<file path="src/design/timer_regs.svh">
// register map, field positions and reset values for the timer block
// assumes an APB slave with byte addresses and the low byte of pwdata carrying data
`ifndef TIMER_REGS_SVH
`define TIMER_REGS_SVH

// byte offsets, one aligned word per register
`define OFS_STATUS 8'h00
`define OFS_CNT_HI 8'h04
`define OFS_CNT_LO 8'h08
`define OFS_MOD_HI 8'h0c
`define OFS_MOD_LO 8'h10
`define OFS_CH0_BASE 8'h14
`define CH_STRIDE 8'h0c
`define CH_OFS_SC 8'h00
`define CH_OFS_HI 8'h04
`define CH_OFS_LO 8'h08

// status/control fields
`define ST_FLAG 7
`define ST_IE 6
`define ST_HALT 5
`define ST_CLR 4
`define ST_PS_HI 2
`define ST_PS_LO 0

// channel status/control fields
`define CH_FLAG 7
`define CH_IE 6
`define CH_CMP 4
`define CH_EDGE_HI 3
`define CH_EDGE_LO 2

// reset values and the unused prescale code
`define RST_HALT 1'b1
`define RST_PS 3'h0
`define RST_MOD 16'hffff
`define RST_CNT 16'h0000
`define PS_UNUSED 3'h7

`endif

</file>
<file path="src/design/timer_pkg.sv">
// shared types of the timer counter block
// assumes timer_regs.svh carries all numeric constants
package timer_pkg;
    typedef logic [15:0] count_t;
    typedef logic [6:0] presc_t;
    typedef enum logic [1:0] {
        edge_none = 2'b00,
        edge_rise = 2'b01,
        edge_fall = 2'b10,
        edge_any = 2'b11
    } edge_sel_e;
endpackage

</file>
<file path="src/design/timer_counter_status_irq.sv">
// two-channel timer: prescaled modulo counter, overflow/channel flags, irqs, APB regs
// assumes pclk is the bus clock; stop/break inputs come from logic on pclk,
// channel pins come from outside and are synchronised here
//
// Design decisions made here: the APB interface to the registers and the address map.
`timescale 1ns/1ps
`include "timer_regs.svh"

// Functional notes
// - counter equal to modulo sets overflow flag and restarts from zero next tick
// - overflow flag clears by read-seen-set then write zero; new overflow blocks it
// - overflow irq when overflow flag and its enable are set; enable resets low
// - halt bit freezes counter; reset sets halt
// - halt suppresses input captures
// - clear bit zeros counter and prescaler, self clears, reads zero
// - halt and clear in one write leave counter stopped at zero
// - prescale select divides by 1 to 64; code seven unused; resets to zero
// - high byte read latches low byte until low byte read
// - counter registers clear on reset and on clear bit
// - modulo high write blocks overflow flag until modulo low written
// - modulo registers reset to all ones
// - channel flag set on active pin edge or compare match
// - channel flag clears by read-seen-set then write zero; new event blocks it
// - channel irq when channel flag and enable set; enable resets low
// - in wait mode counting and flagging continue; irqs can wake cpu
// - stop mode freezes timer but keeps all state
// - break freezes counter and suppresses captures
// - break without permit keeps flags and pending first clear step
// - break with permit lets flags clear; they stay cleared
// - prescaler fed only from bus clock, no external clock pin
module timer_counter_status_irq
    import timer_pkg::*;
(
    input wire logic pclk,
    input wire logic presetn,
    input wire logic psel,
    input wire logic penable,
    input wire logic pwrite,
    input wire logic [7:0] paddr,
    input wire logic [31:0] pwdata,
    input wire logic [3:0] pstrb,
    output logic [31:0] prdata,
    output logic pready,
    output logic pslverr,
    input wire logic stop_mode,
    input wire logic break_active,
    input wire logic break_clear_permit,
    input wire logic channel0_pin,
    input wire logic channel1_pin,
    output logic overflow_irq,
    output logic [1:0] channel_irq
);

    // status/control state
    logic halt_q;
    logic ovf_ie_q;
    logic [2:0] ps_q;
    logic ovf_flag_q;
    logic ovf_arm_q;
    presc_t pre_q;
    count_t cnt_q;
    count_t mod_q;
    logic mod_hold_q;
    logic latched_q;
    logic [7:0] lo_buf_q;
    logic [7:0] snap_lo_q;
    logic [7:0] rd_q;

    // channel state
    logic [1:0] ch_flag_q;
    logic [1:0] ch_arm_q;
    logic [1:0] ch_ie_q;
    logic [1:0] ch_cmp_q;
    edge_sel_e ch_edge_q [2];
    count_t ch_val_q [2];
    logic [1:0] ch_hold_q;
    logic [2:0] sync_q [2];
    logic [1:0] pin_lvl_q;

    // bus decode and events
    logic setup, wr_acc, rd_acc, hit, permit;
    logic wr_stat, rd_stat, clr_wr, run, tick, ovf_evt;
    logic [1:0] sc_wr, sc_rd, hi_wr, hi_rd, lo_wr, lo_rd, cap_evt, cmp_evt;
    logic [7:0] rd_data;

    // prescaler tap: true on the last count of the selected division
    function automatic logic tick_due(presc_t p, logic [2:0] s);
        presc_t m;
        m = 7'((8'h01 << s) - 8'h01);
        return (s != `PS_UNUSED) && ((p & m) == m);
    endfunction

    function automatic logic [7:0] ch_addr(int c, logic [7:0] ofs);
        return 8'(`OFS_CH0_BASE + 8'(c) * `CH_STRIDE + ofs);
    endfunction

    // apb strobes; zero wait states, every access completes at once
    assign setup = psel && !penable;
    assign wr_acc = psel && penable && pwrite && pstrb[0];
    assign rd_acc = psel && penable && !pwrite;
    assign pready = psel && penable;
    assign pslverr = psel && penable && !hit;
    assign prdata = {24'h000000, rd_q};
    // reads and writes may only touch flags outside break or with permission
    assign permit = !break_active || break_clear_permit;

    // address decode for the fixed registers
    assign wr_stat = wr_acc && paddr == `OFS_STATUS;
    assign rd_stat = rd_acc && paddr == `OFS_STATUS;
    assign clr_wr = wr_stat && pwdata[`ST_CLR];

    // address decode for the channel registers
    always_comb begin
        for (int c = 0; c < 2; c++) begin
            sc_wr[c] = wr_acc && paddr == ch_addr(c, `CH_OFS_SC);
            sc_rd[c] = rd_acc && paddr == ch_addr(c, `CH_OFS_SC);
            hi_wr[c] = wr_acc && paddr == ch_addr(c, `CH_OFS_HI);
            hi_rd[c] = rd_acc && paddr == ch_addr(c, `CH_OFS_HI);
            lo_wr[c] = wr_acc && paddr == ch_addr(c, `CH_OFS_LO);
            lo_rd[c] = rd_acc && paddr == ch_addr(c, `CH_OFS_LO);
        end
    end

    // read mux, sampled in the setup cycle; unmapped reads give zero
    always_comb begin
        hit = 1'b1;
        rd_data = 8'h00;
        if (paddr == `OFS_STATUS) begin
            rd_data = {ovf_flag_q, ovf_ie_q, halt_q, 2'b00, ps_q};
        end else if (paddr == `OFS_CNT_HI) begin
            rd_data = cnt_q[15:8];
        end else if (paddr == `OFS_CNT_LO) begin
            rd_data = latched_q ? lo_buf_q : cnt_q[7:0];
        end else if (paddr == `OFS_MOD_HI) begin
            rd_data = mod_q[15:8];
        end else if (paddr == `OFS_MOD_LO) begin
            rd_data = mod_q[7:0];
        end else if (paddr == ch_addr(0, `CH_OFS_SC)) begin
            rd_data = {ch_flag_q[0], ch_ie_q[0], 1'b0, ch_cmp_q[0], ch_edge_q[0], 2'b00};
        end else if (paddr == ch_addr(0, `CH_OFS_HI)) begin
            rd_data = ch_val_q[0][15:8];
        end else if (paddr == ch_addr(0, `CH_OFS_LO)) begin
            rd_data = ch_val_q[0][7:0];
        end else if (paddr == ch_addr(1, `CH_OFS_SC)) begin
            rd_data = {ch_flag_q[1], ch_ie_q[1], 1'b0, ch_cmp_q[1], ch_edge_q[1], 2'b00};
        end else if (paddr == ch_addr(1, `CH_OFS_HI)) begin
            rd_data = ch_val_q[1][15:8];
        end else if (paddr == ch_addr(1, `CH_OFS_LO)) begin
            rd_data = ch_val_q[1][7:0];
        end else begin
            hit = 1'b0;
        end
    end

    // read data and low-byte snapshot are taken together so a latch never skews
    always_ff @(posedge pclk or negedge presetn) begin
        if (!presetn) begin
            rd_q <= 8'h00;
            snap_lo_q <= 8'h00;
        end else if (setup) begin
            rd_q <= pwrite ? 8'h00 : rd_data;
            snap_lo_q <= cnt_q[7:0];
        end
    end

    // control fields of the status register
    always_ff @(posedge pclk or negedge presetn) begin
        if (!presetn) begin
            halt_q <= `RST_HALT;
            ovf_ie_q <= 1'b0;
            ps_q <= `RST_PS;
        end else if (wr_stat) begin
            halt_q <= pwdata[`ST_HALT];
            ovf_ie_q <= pwdata[`ST_IE];
            ps_q <= pwdata[`ST_PS_HI:`ST_PS_LO];
        end
    end

    // runs only from pclk; stop, break and halt all freeze it
    assign run = !halt_q && !stop_mode && !break_active;
    assign tick = run && tick_due(pre_q, ps_q);
    assign ovf_evt = tick && cnt_q == mod_q && !mod_hold_q && !clr_wr;

    // prescaler
    always_ff @(posedge pclk or negedge presetn) begin
        if (!presetn) begin
            pre_q <= 7'h00;
        end else if (clr_wr) begin
            pre_q <= 7'h00;
        end else if (run) begin
            pre_q <= pre_q + 7'h01;
        end
    end

    // 16-bit modulo up-counter
    always_ff @(posedge pclk or negedge presetn) begin
        if (!presetn) begin
            cnt_q <= `RST_CNT;
        end else if (clr_wr) begin
            cnt_q <= `RST_CNT;
        end else if (tick) begin
            cnt_q <= (cnt_q == mod_q) ? `RST_CNT : cnt_q + 16'h0001;
        end
    end

    // modulo registers; a high-byte write holds off overflow until the low byte lands
    always_ff @(posedge pclk or negedge presetn) begin
        if (!presetn) begin
            mod_q <= `RST_MOD;
            mod_hold_q <= 1'b0;
        end else if (wr_acc && paddr == `OFS_MOD_HI) begin
            mod_q[15:8] <= pwdata[7:0];
            mod_hold_q <= 1'b1;
        end else if (wr_acc && paddr == `OFS_MOD_LO) begin
            mod_q[7:0] <= pwdata[7:0];
            mod_hold_q <= 1'b0;
        end
    end

    // overflow flag; a new overflow wins over a clearing write and disarms it
    always_ff @(posedge pclk or negedge presetn) begin
        if (!presetn) begin
            ovf_flag_q <= 1'b0;
            ovf_arm_q <= 1'b0;
        end else if (ovf_evt) begin
            ovf_flag_q <= 1'b1;
            ovf_arm_q <= 1'b0;
        end else if (wr_stat && !pwdata[`ST_FLAG] && ovf_arm_q && permit) begin
            ovf_flag_q <= 1'b0;
            ovf_arm_q <= 1'b0;
        end else if (rd_stat && rd_q[`ST_FLAG] && permit) begin
            ovf_arm_q <= 1'b1;
        end
    end

    // low-byte latch; a clear drops it since the counter restarts
    always_ff @(posedge pclk or negedge presetn) begin
        if (!presetn) begin
            latched_q <= 1'b0;
            lo_buf_q <= 8'h00;
        end else if (clr_wr) begin
            latched_q <= 1'b0;
            lo_buf_q <= 8'h00;
        end else if (rd_acc && paddr == `OFS_CNT_HI && !latched_q) begin
            latched_q <= 1'b1;
            lo_buf_q <= snap_lo_q;
        end else if (rd_acc && paddr == `OFS_CNT_LO) begin
            latched_q <= 1'b0;
        end
    end

    // three-stage pin synchroniser; a level counts once stages two and three agree
    always_ff @(posedge pclk or negedge presetn) begin
        if (!presetn) begin
            sync_q[0] <= 3'h0;
            sync_q[1] <= 3'h0;
            pin_lvl_q <= 2'b00;
        end else begin
            sync_q[0] <= {sync_q[0][1:0], channel0_pin};
            sync_q[1] <= {sync_q[1][1:0], channel1_pin};
            for (int c = 0; c < 2; c++) begin
                if (sync_q[c][1] == sync_q[c][2]) begin
                    pin_lvl_q[c] <= sync_q[c][2];
                end
            end
        end
    end

    // capture and compare events; captures need a running timer
    always_comb begin
        for (int c = 0; c < 2; c++) begin
            cap_evt[c] = !ch_cmp_q[c] && !ch_hold_q[c] && run
                && (sync_q[c][1] == sync_q[c][2]) && (sync_q[c][2] != pin_lvl_q[c])
                && (sync_q[c][2] ? ch_edge_q[c][0] : ch_edge_q[c][1]);
            cmp_evt[c] = ch_cmp_q[c] && !ch_hold_q[c] && tick
                && cnt_q == ch_val_q[c];
        end
    end

    // channel control, values and two-step flag clear
    always_ff @(posedge pclk or negedge presetn) begin
        if (!presetn) begin
            ch_flag_q <= 2'b00;
            ch_arm_q <= 2'b00;
            ch_ie_q <= 2'b00;
            ch_cmp_q <= 2'b00;
            ch_hold_q <= 2'b00;
            for (int c = 0; c < 2; c++) begin
                ch_edge_q[c] <= edge_none;
                ch_val_q[c] <= 16'h0000;
            end
        end else begin
            for (int c = 0; c < 2; c++) begin
                if (sc_wr[c]) begin
                    ch_ie_q[c] <= pwdata[`CH_IE];
                    ch_cmp_q[c] <= pwdata[`CH_CMP];
                    ch_edge_q[c] <= edge_sel_e'(pwdata[`CH_EDGE_HI:`CH_EDGE_LO]);
                end
                if (cap_evt[c] || cmp_evt[c]) begin
                    ch_flag_q[c] <= 1'b1;
                    ch_arm_q[c] <= 1'b0;
                end else if (sc_wr[c] && !pwdata[`CH_FLAG] && ch_arm_q[c] && permit) begin
                    ch_flag_q[c] <= 1'b0;
                    ch_arm_q[c] <= 1'b0;
                end else if (sc_rd[c] && rd_q[`CH_FLAG] && permit) begin
                    ch_arm_q[c] <= 1'b1;
                end
                if (cap_evt[c]) begin
                    ch_val_q[c] <= cnt_q;
                end else if (hi_wr[c]) begin
                    ch_val_q[c][15:8] <= pwdata[7:0];
                end else if (lo_wr[c]) begin
                    ch_val_q[c][7:0] <= pwdata[7:0];
                end
                // high-byte write, or high-byte read in capture mode, holds off events until its low byte partner
                if (hi_wr[c] || (hi_rd[c] && !ch_cmp_q[c])) begin
                    ch_hold_q[c] <= 1'b1;
                end else if (lo_wr[c] || lo_rd[c]) begin
                    ch_hold_q[c] <= 1'b0;
                end
            end
        end
    end

    // interrupt requests; level, held while flag and enable stay set
    assign overflow_irq = ovf_flag_q && ovf_ie_q;
    assign channel_irq = ch_flag_q & ch_ie_q;

    property p_wrap;
        @(posedge pclk) disable iff (!presetn)
        ovf_evt |=> ovf_flag_q && cnt_q == 16'h0000;
    endproperty
    a_wrap: assert property (p_wrap) else $error("overflow did not flag or wrap");

    property p_ovf_keep;
        @(posedge pclk) disable iff (!presetn)
        ovf_flag_q && wr_stat && !ovf_arm_q |=> ovf_flag_q;
    endproperty
    a_ovf_keep: assert property (p_ovf_keep) else $error("flag cleared unarmed");

    property p_ovf_irq;
        @(posedge pclk) disable iff (!presetn)
        ovf_evt && ovf_ie_q && !wr_stat |=> overflow_irq;
    endproperty
    a_ovf_irq: assert property (p_ovf_irq) else $error("overflow irq missing");

    property p_halt;
        @(posedge pclk) disable iff (!presetn)
        halt_q && !clr_wr |=> $stable(cnt_q);
    endproperty
    a_halt: assert property (p_halt) else $error("counter moved while halted");

    property p_halt_cap;
        @(posedge pclk) disable iff (!presetn)
        halt_q && !ch_flag_q[0] |=> !ch_flag_q[0];
    endproperty
    a_halt_cap: assert property (p_halt_cap) else $error("event while halted");

    property p_clear;
        @(posedge pclk) disable iff (!presetn)
        clr_wr |=> cnt_q == 16'h0000 && pre_q == 7'h00 && !rd_q[`ST_CLR];
    endproperty
    a_clear: assert property (p_clear) else $error("clear did not zero counter");

    property p_halt_clear;
        @(posedge pclk) disable iff (!presetn)
        clr_wr && pwdata[`ST_HALT] |=> (cnt_q == 16'h0000)[*2];
    endproperty
    a_halt_clear: assert property (p_halt_clear) else $error("not stopped at zero");

    property p_latch;
        @(posedge pclk) disable iff (!presetn)
        latched_q && !(rd_acc && paddr == `OFS_CNT_LO) && !clr_wr |=> $stable(lo_buf_q);
    endproperty
    a_latch: assert property (p_latch) else $error("latched low byte changed");

    property p_mod_hold;
        @(posedge pclk) disable iff (!presetn)
        mod_hold_q && !ovf_flag_q |=> !ovf_flag_q;
    endproperty
    a_mod_hold: assert property (p_mod_hold) else $error("overflow during hold");

    // a channel 1 compare hit with the enable set must show on its request line one edge later
    property p_ch_irq;
        @(posedge pclk) disable iff (!presetn)
        cmp_evt[1] && ch_ie_q[1] && !sc_wr[1] |=> channel_irq[1];
    endproperty
    a_ch_irq: assert property (p_ch_irq) else $error("channel irq missing");

    property p_brk;
        @(posedge pclk) disable iff (!presetn)
        break_active && !clr_wr |=> $stable(cnt_q);
    endproperty
    a_brk: assert property (p_brk) else $error("counter moved in break");

    property p_brk_flag;
        @(posedge pclk) disable iff (!presetn)
        break_active && !break_clear_permit && ovf_flag_q |=> ovf_flag_q;
    endproperty
    a_brk_flag: assert property (p_brk_flag) else $error("flag cleared in break");

endmodule

</file>
<file path="config.mk">
export PLATFORM = sky130hd
export DESIGN_NAME = timer_counter_status_irq
export DESIGN_NICKNAME = d
export VERILOG_FILES = /design/src/design/timer_pkg.sv /design/src/design/timer_counter_status_irq.sv
export VERILOG_INCLUDE_DIRS = /design/src /design/src/design
export SDC_FILE = /design/constraint.sdc
export NUM_CORES = 1
export LEC_CHECK = 0
export ABC_AREA = 0
export BUFFER_PORTS_ARGS = -buffer_cell sky130_fd_sc_hd__clkbuf_2
export CAP_MARGIN = 25
export CORE_UTILIZATION = 60
export DETAILED_ROUTE_END_ITERATION = 7
export GPL_TIMING_DRIVEN = 0
export PLACE_DENSITY = 0.83
export SLEW_MARGIN = 20
export SYNTH_ARGS = -nofsm -noshare
export SYNTH_HDL_FRONTEND = slang
export SYNTH_SLANG_ARGS = --single-unit
</file>
<file path="constraint.sdc">
create_clock -name pclk -period 4 [get_ports pclk]
set_input_delay 0.8 -clock pclk [delete_from_list [all_inputs] [get_ports pclk]]
set_output_delay 0.8 -clock pclk [all_outputs]
set_load 0.005 [all_outputs]
</file>
==> impl_metrics.toml <==
[worst_setup_path]
cp.depth = 6
max_stage_delay_ps = 840
path_delay_family = "compound AO/OA/AOI/OAI gates"
r2r-start = "halt_q$_DFFE_PN1P_"
cp-endpoint = "cnt_q[7]$_DFFE_PN0P_"
reg2reg_to = "cnt_q[7]$_DFFE_PN0P_"
crit_type = "input port to flip-flop"
worst-endpoint-required_ps = 4280
r2r_cells = 5
worstSetupEndpointType = "flip-flop"
worst-path-max-fanout = 10
cp-startpoint = "break_active"
reg2reg_slack_ps = 840
path_buf_inv = 2
slowest_stage = "nor3_1"
cp-start-kind = "input port"
worstPathCellList = "clkbuf_2 > nor3_1 > o211ai_1 > clkbuf_1 > o21ai_1 > nor2_1"
crit_arrival_ps = 3530

[grt]
grt_pass1_vias = 6502
antenna_found_initial = 0
gr-total-overflow = 0
grt_max_degree = 67
grt_pass1_wl_mm = 37.9
grt.total_usage = 0.410

[hold_path]
hold_class = "input port to async pin"

[clock_network]
insertion_delay_ps = 430
h-tree-depth = 4
clock_sinks = 125
path_clk_slew_ps = 60
cts_buffers = 17
root_buffer = "clkbuf_16"
post-cts-setup-buffers = 0
hold_buffers = 0
clock_path_buffers = 2
post_cts_resized = 0
cts_tree = "yes"

[pwr]
leakage_nw = 4.19
ir_drop_mv = 0.345
p_per_area_mw_per_mm2 = 424

[synthesis]
syn_avg_cell_area_um2 = 9.62
yosys_warnings = 0
synth_edf_count = 0
ys_ff_latch = 125
async_reset_ff_frac = 1.00
yosysTopAreaCell = "dfrtp_1"
netlist_area_mm2 = 0.00727
netlist_instances = 756
synthTopCellsByArea = "dfrtp_1 37%, mux2_2 6.8%, dfstp_2 6.1%"
ys.flop_type = "dfrtp_1"
ys_seq_area_frac = 0.433
synth_cell_types = 64
yosysTopAreaCellShare = 0.372

[place]
dp_cells = 959
globalplace.congestion = 1.03
dp_hpwl_mm = 17.3
io_buffers = 35

[sta]
tightestPinTransition_ps = 1050
fmaxAchievable_mhz = 308
tns_ps = 0
rsz0062_at_grt = "false"
hold_viol = 0
drv_slew = 0
fin_skew_ps = 6.45
setup_viol = 0
maxSlewHeadroom = 0.288
layout_min_cycle_time_ps = 3250
finalCritPeriodShare = 0.811

[final_layout]
areaGrowthSynthToFinish_pct = 15.4
final_common_cell = "dfrtp_1"
drive_above_1_share = 0.196
finalNetCount = 891
multi_input_area_mm2 = 0.00380
num-fill-cells = 848
diodes = 0
regArea_mm2 = 0.00315
layout_common_cells = "108 x dfrtp_1, 91 x nor2_1, 56 x a21oi_1"
fin_cells = 991

[routing]
vias_per_cell = 6.69
wl_per_cell_um = 24.8
drtIter0Drc = 872
postRouteAntennaNets = 0
dr.pass1.iters = 8
wl_mm = 24.6
drc = 7
vias = 6626

[die]
die_y_um = 112
num_rows = 39
initial_core_util = 0.626
die_x_um = 112
die-area_mm2 = 0.0126
ios = 91
fp.coreArea_mm2 = 0.0116

[outcome]
run_status = "finished, violations left"
failed_checks = "design-rule violations"

[flow_run]
drv_cap = 0
-- worst register-to-register path, stage by stage, from the launching register on --
cell and delay [ps]:
dfstp_2 390, nor3_1 830, o211ai_1 580, clkbuf_1 460
o21ai_1 630, nor2_1 130
-- Yosys cell counts (12+ instances only) --
| master | instances |
|---|---|
| nor2_1 | 91 |
| o21ai_0 | 30 |
| xor2_1 | 41 |
| mux2_2 | 44 |
| nor3_1 | 12 |
| clkbuf_1 | 40 |
| a21oi_1 | 56 |
| nand2_1 | 47 |
| nand3_1 | 15 |
| xnor2_1 | 20 |
| a22o_1 | 15 |
| dfrtp_1 | 108 |
| buf_4 | 24 |
| mux2i_1 | 38 |
| dfstp_2 | 17 |
-- worst min path at each step --
stage                             start  depth (start not counted)                    to
floorplan           sync_q[0]$_DFF_PN0_                          0   sync_q[1]$_DFF_PN0_
global placement    sync_q[0]$_DFF_PN0_                          0   sync_q[1]$_DFF_PN0_
detailed placement  sync_q[3]$_DFF_PN0_                          0   sync_q[4]$_DFF_PN0_
CTS                 sync_q[0]$_DFF_PN0_                          0   sync_q[1]$_DFF_PN0_
global route        sync_q[3]$_DFF_PN0_                          0   sync_q[4]$_DFF_PN0_
finish                          presetn                          1  pre_q[2]$_DFFE_PN0P_
-- area by class of cell --
cell class,count,area share
timing repair buffer,37,0.0256
clock buffer,21,0.0561
tap,143,0.0213
inverter,10,0.00447
clock inverter,11,0.0195
sequential,125,0.375
buffer,73,0.0453
multi-input combinational,571,0.452
-- stage by stage --
step	worst slack [ps]	hold WS [ps]	instance area, um2	util	total power [W]
after floorplan	1270	331	7360	-	0.00171
after global placement	326	333	7710	0.664	0.00186
after detailed placement	391	338	7750	0.668	0.00189
after CTS	836	359	8390	0.722	0.00354
after global routing	597	369	8390	0.723	0.00365
final	754	348	8390	0.723	0.00356
-- kinds of logic after synthesis --
group | count (synthesis) | share of synthesized area
simple gates | 227 | 0.150
compound gates | 172 | 0.156
flops | 125 | 0.433
mux | 83 | 0.124
buf+inv | 83 | 0.0575
xor+xnor | 61 | 0.0735
fa+ha+maj | 4 | 0.00619
other cells | 1 | 0.000516
-- sequential cells by signal, summed over array words and instances, names as in the netlist, 2 cells and up --
register / count
snap_lo_q: 8
ch_cmp_q: 2
ch_arm_q: 2
mod_q: 16
cnt_q: 16
rd_q: 8
ch_hold_q: 2
ch_ie_q: 2
sync_q: 6
ch_edge_q: 4
ch_flag_q: 2
pin_lvl_q: 2
lo_buf_q: 8
ps_q: 3
pre_q: 6
ch_val_q: 32
-- routing by layer --
layer / track usage / routed length [um]
met1: 0.555 / 9970
met2: 0.626 / 11000
met3: 0.103 / 2710
met4: 0.182 / 908
met5: 0 / 0
-- power by group --
part / switching [W] / internal (W)
combinational: 0.000307 / 0.000177
clock: 0.000578 / 0.00109
sequential: 0.0000734 / 0.00134
(Power assumes the default switching activity.)
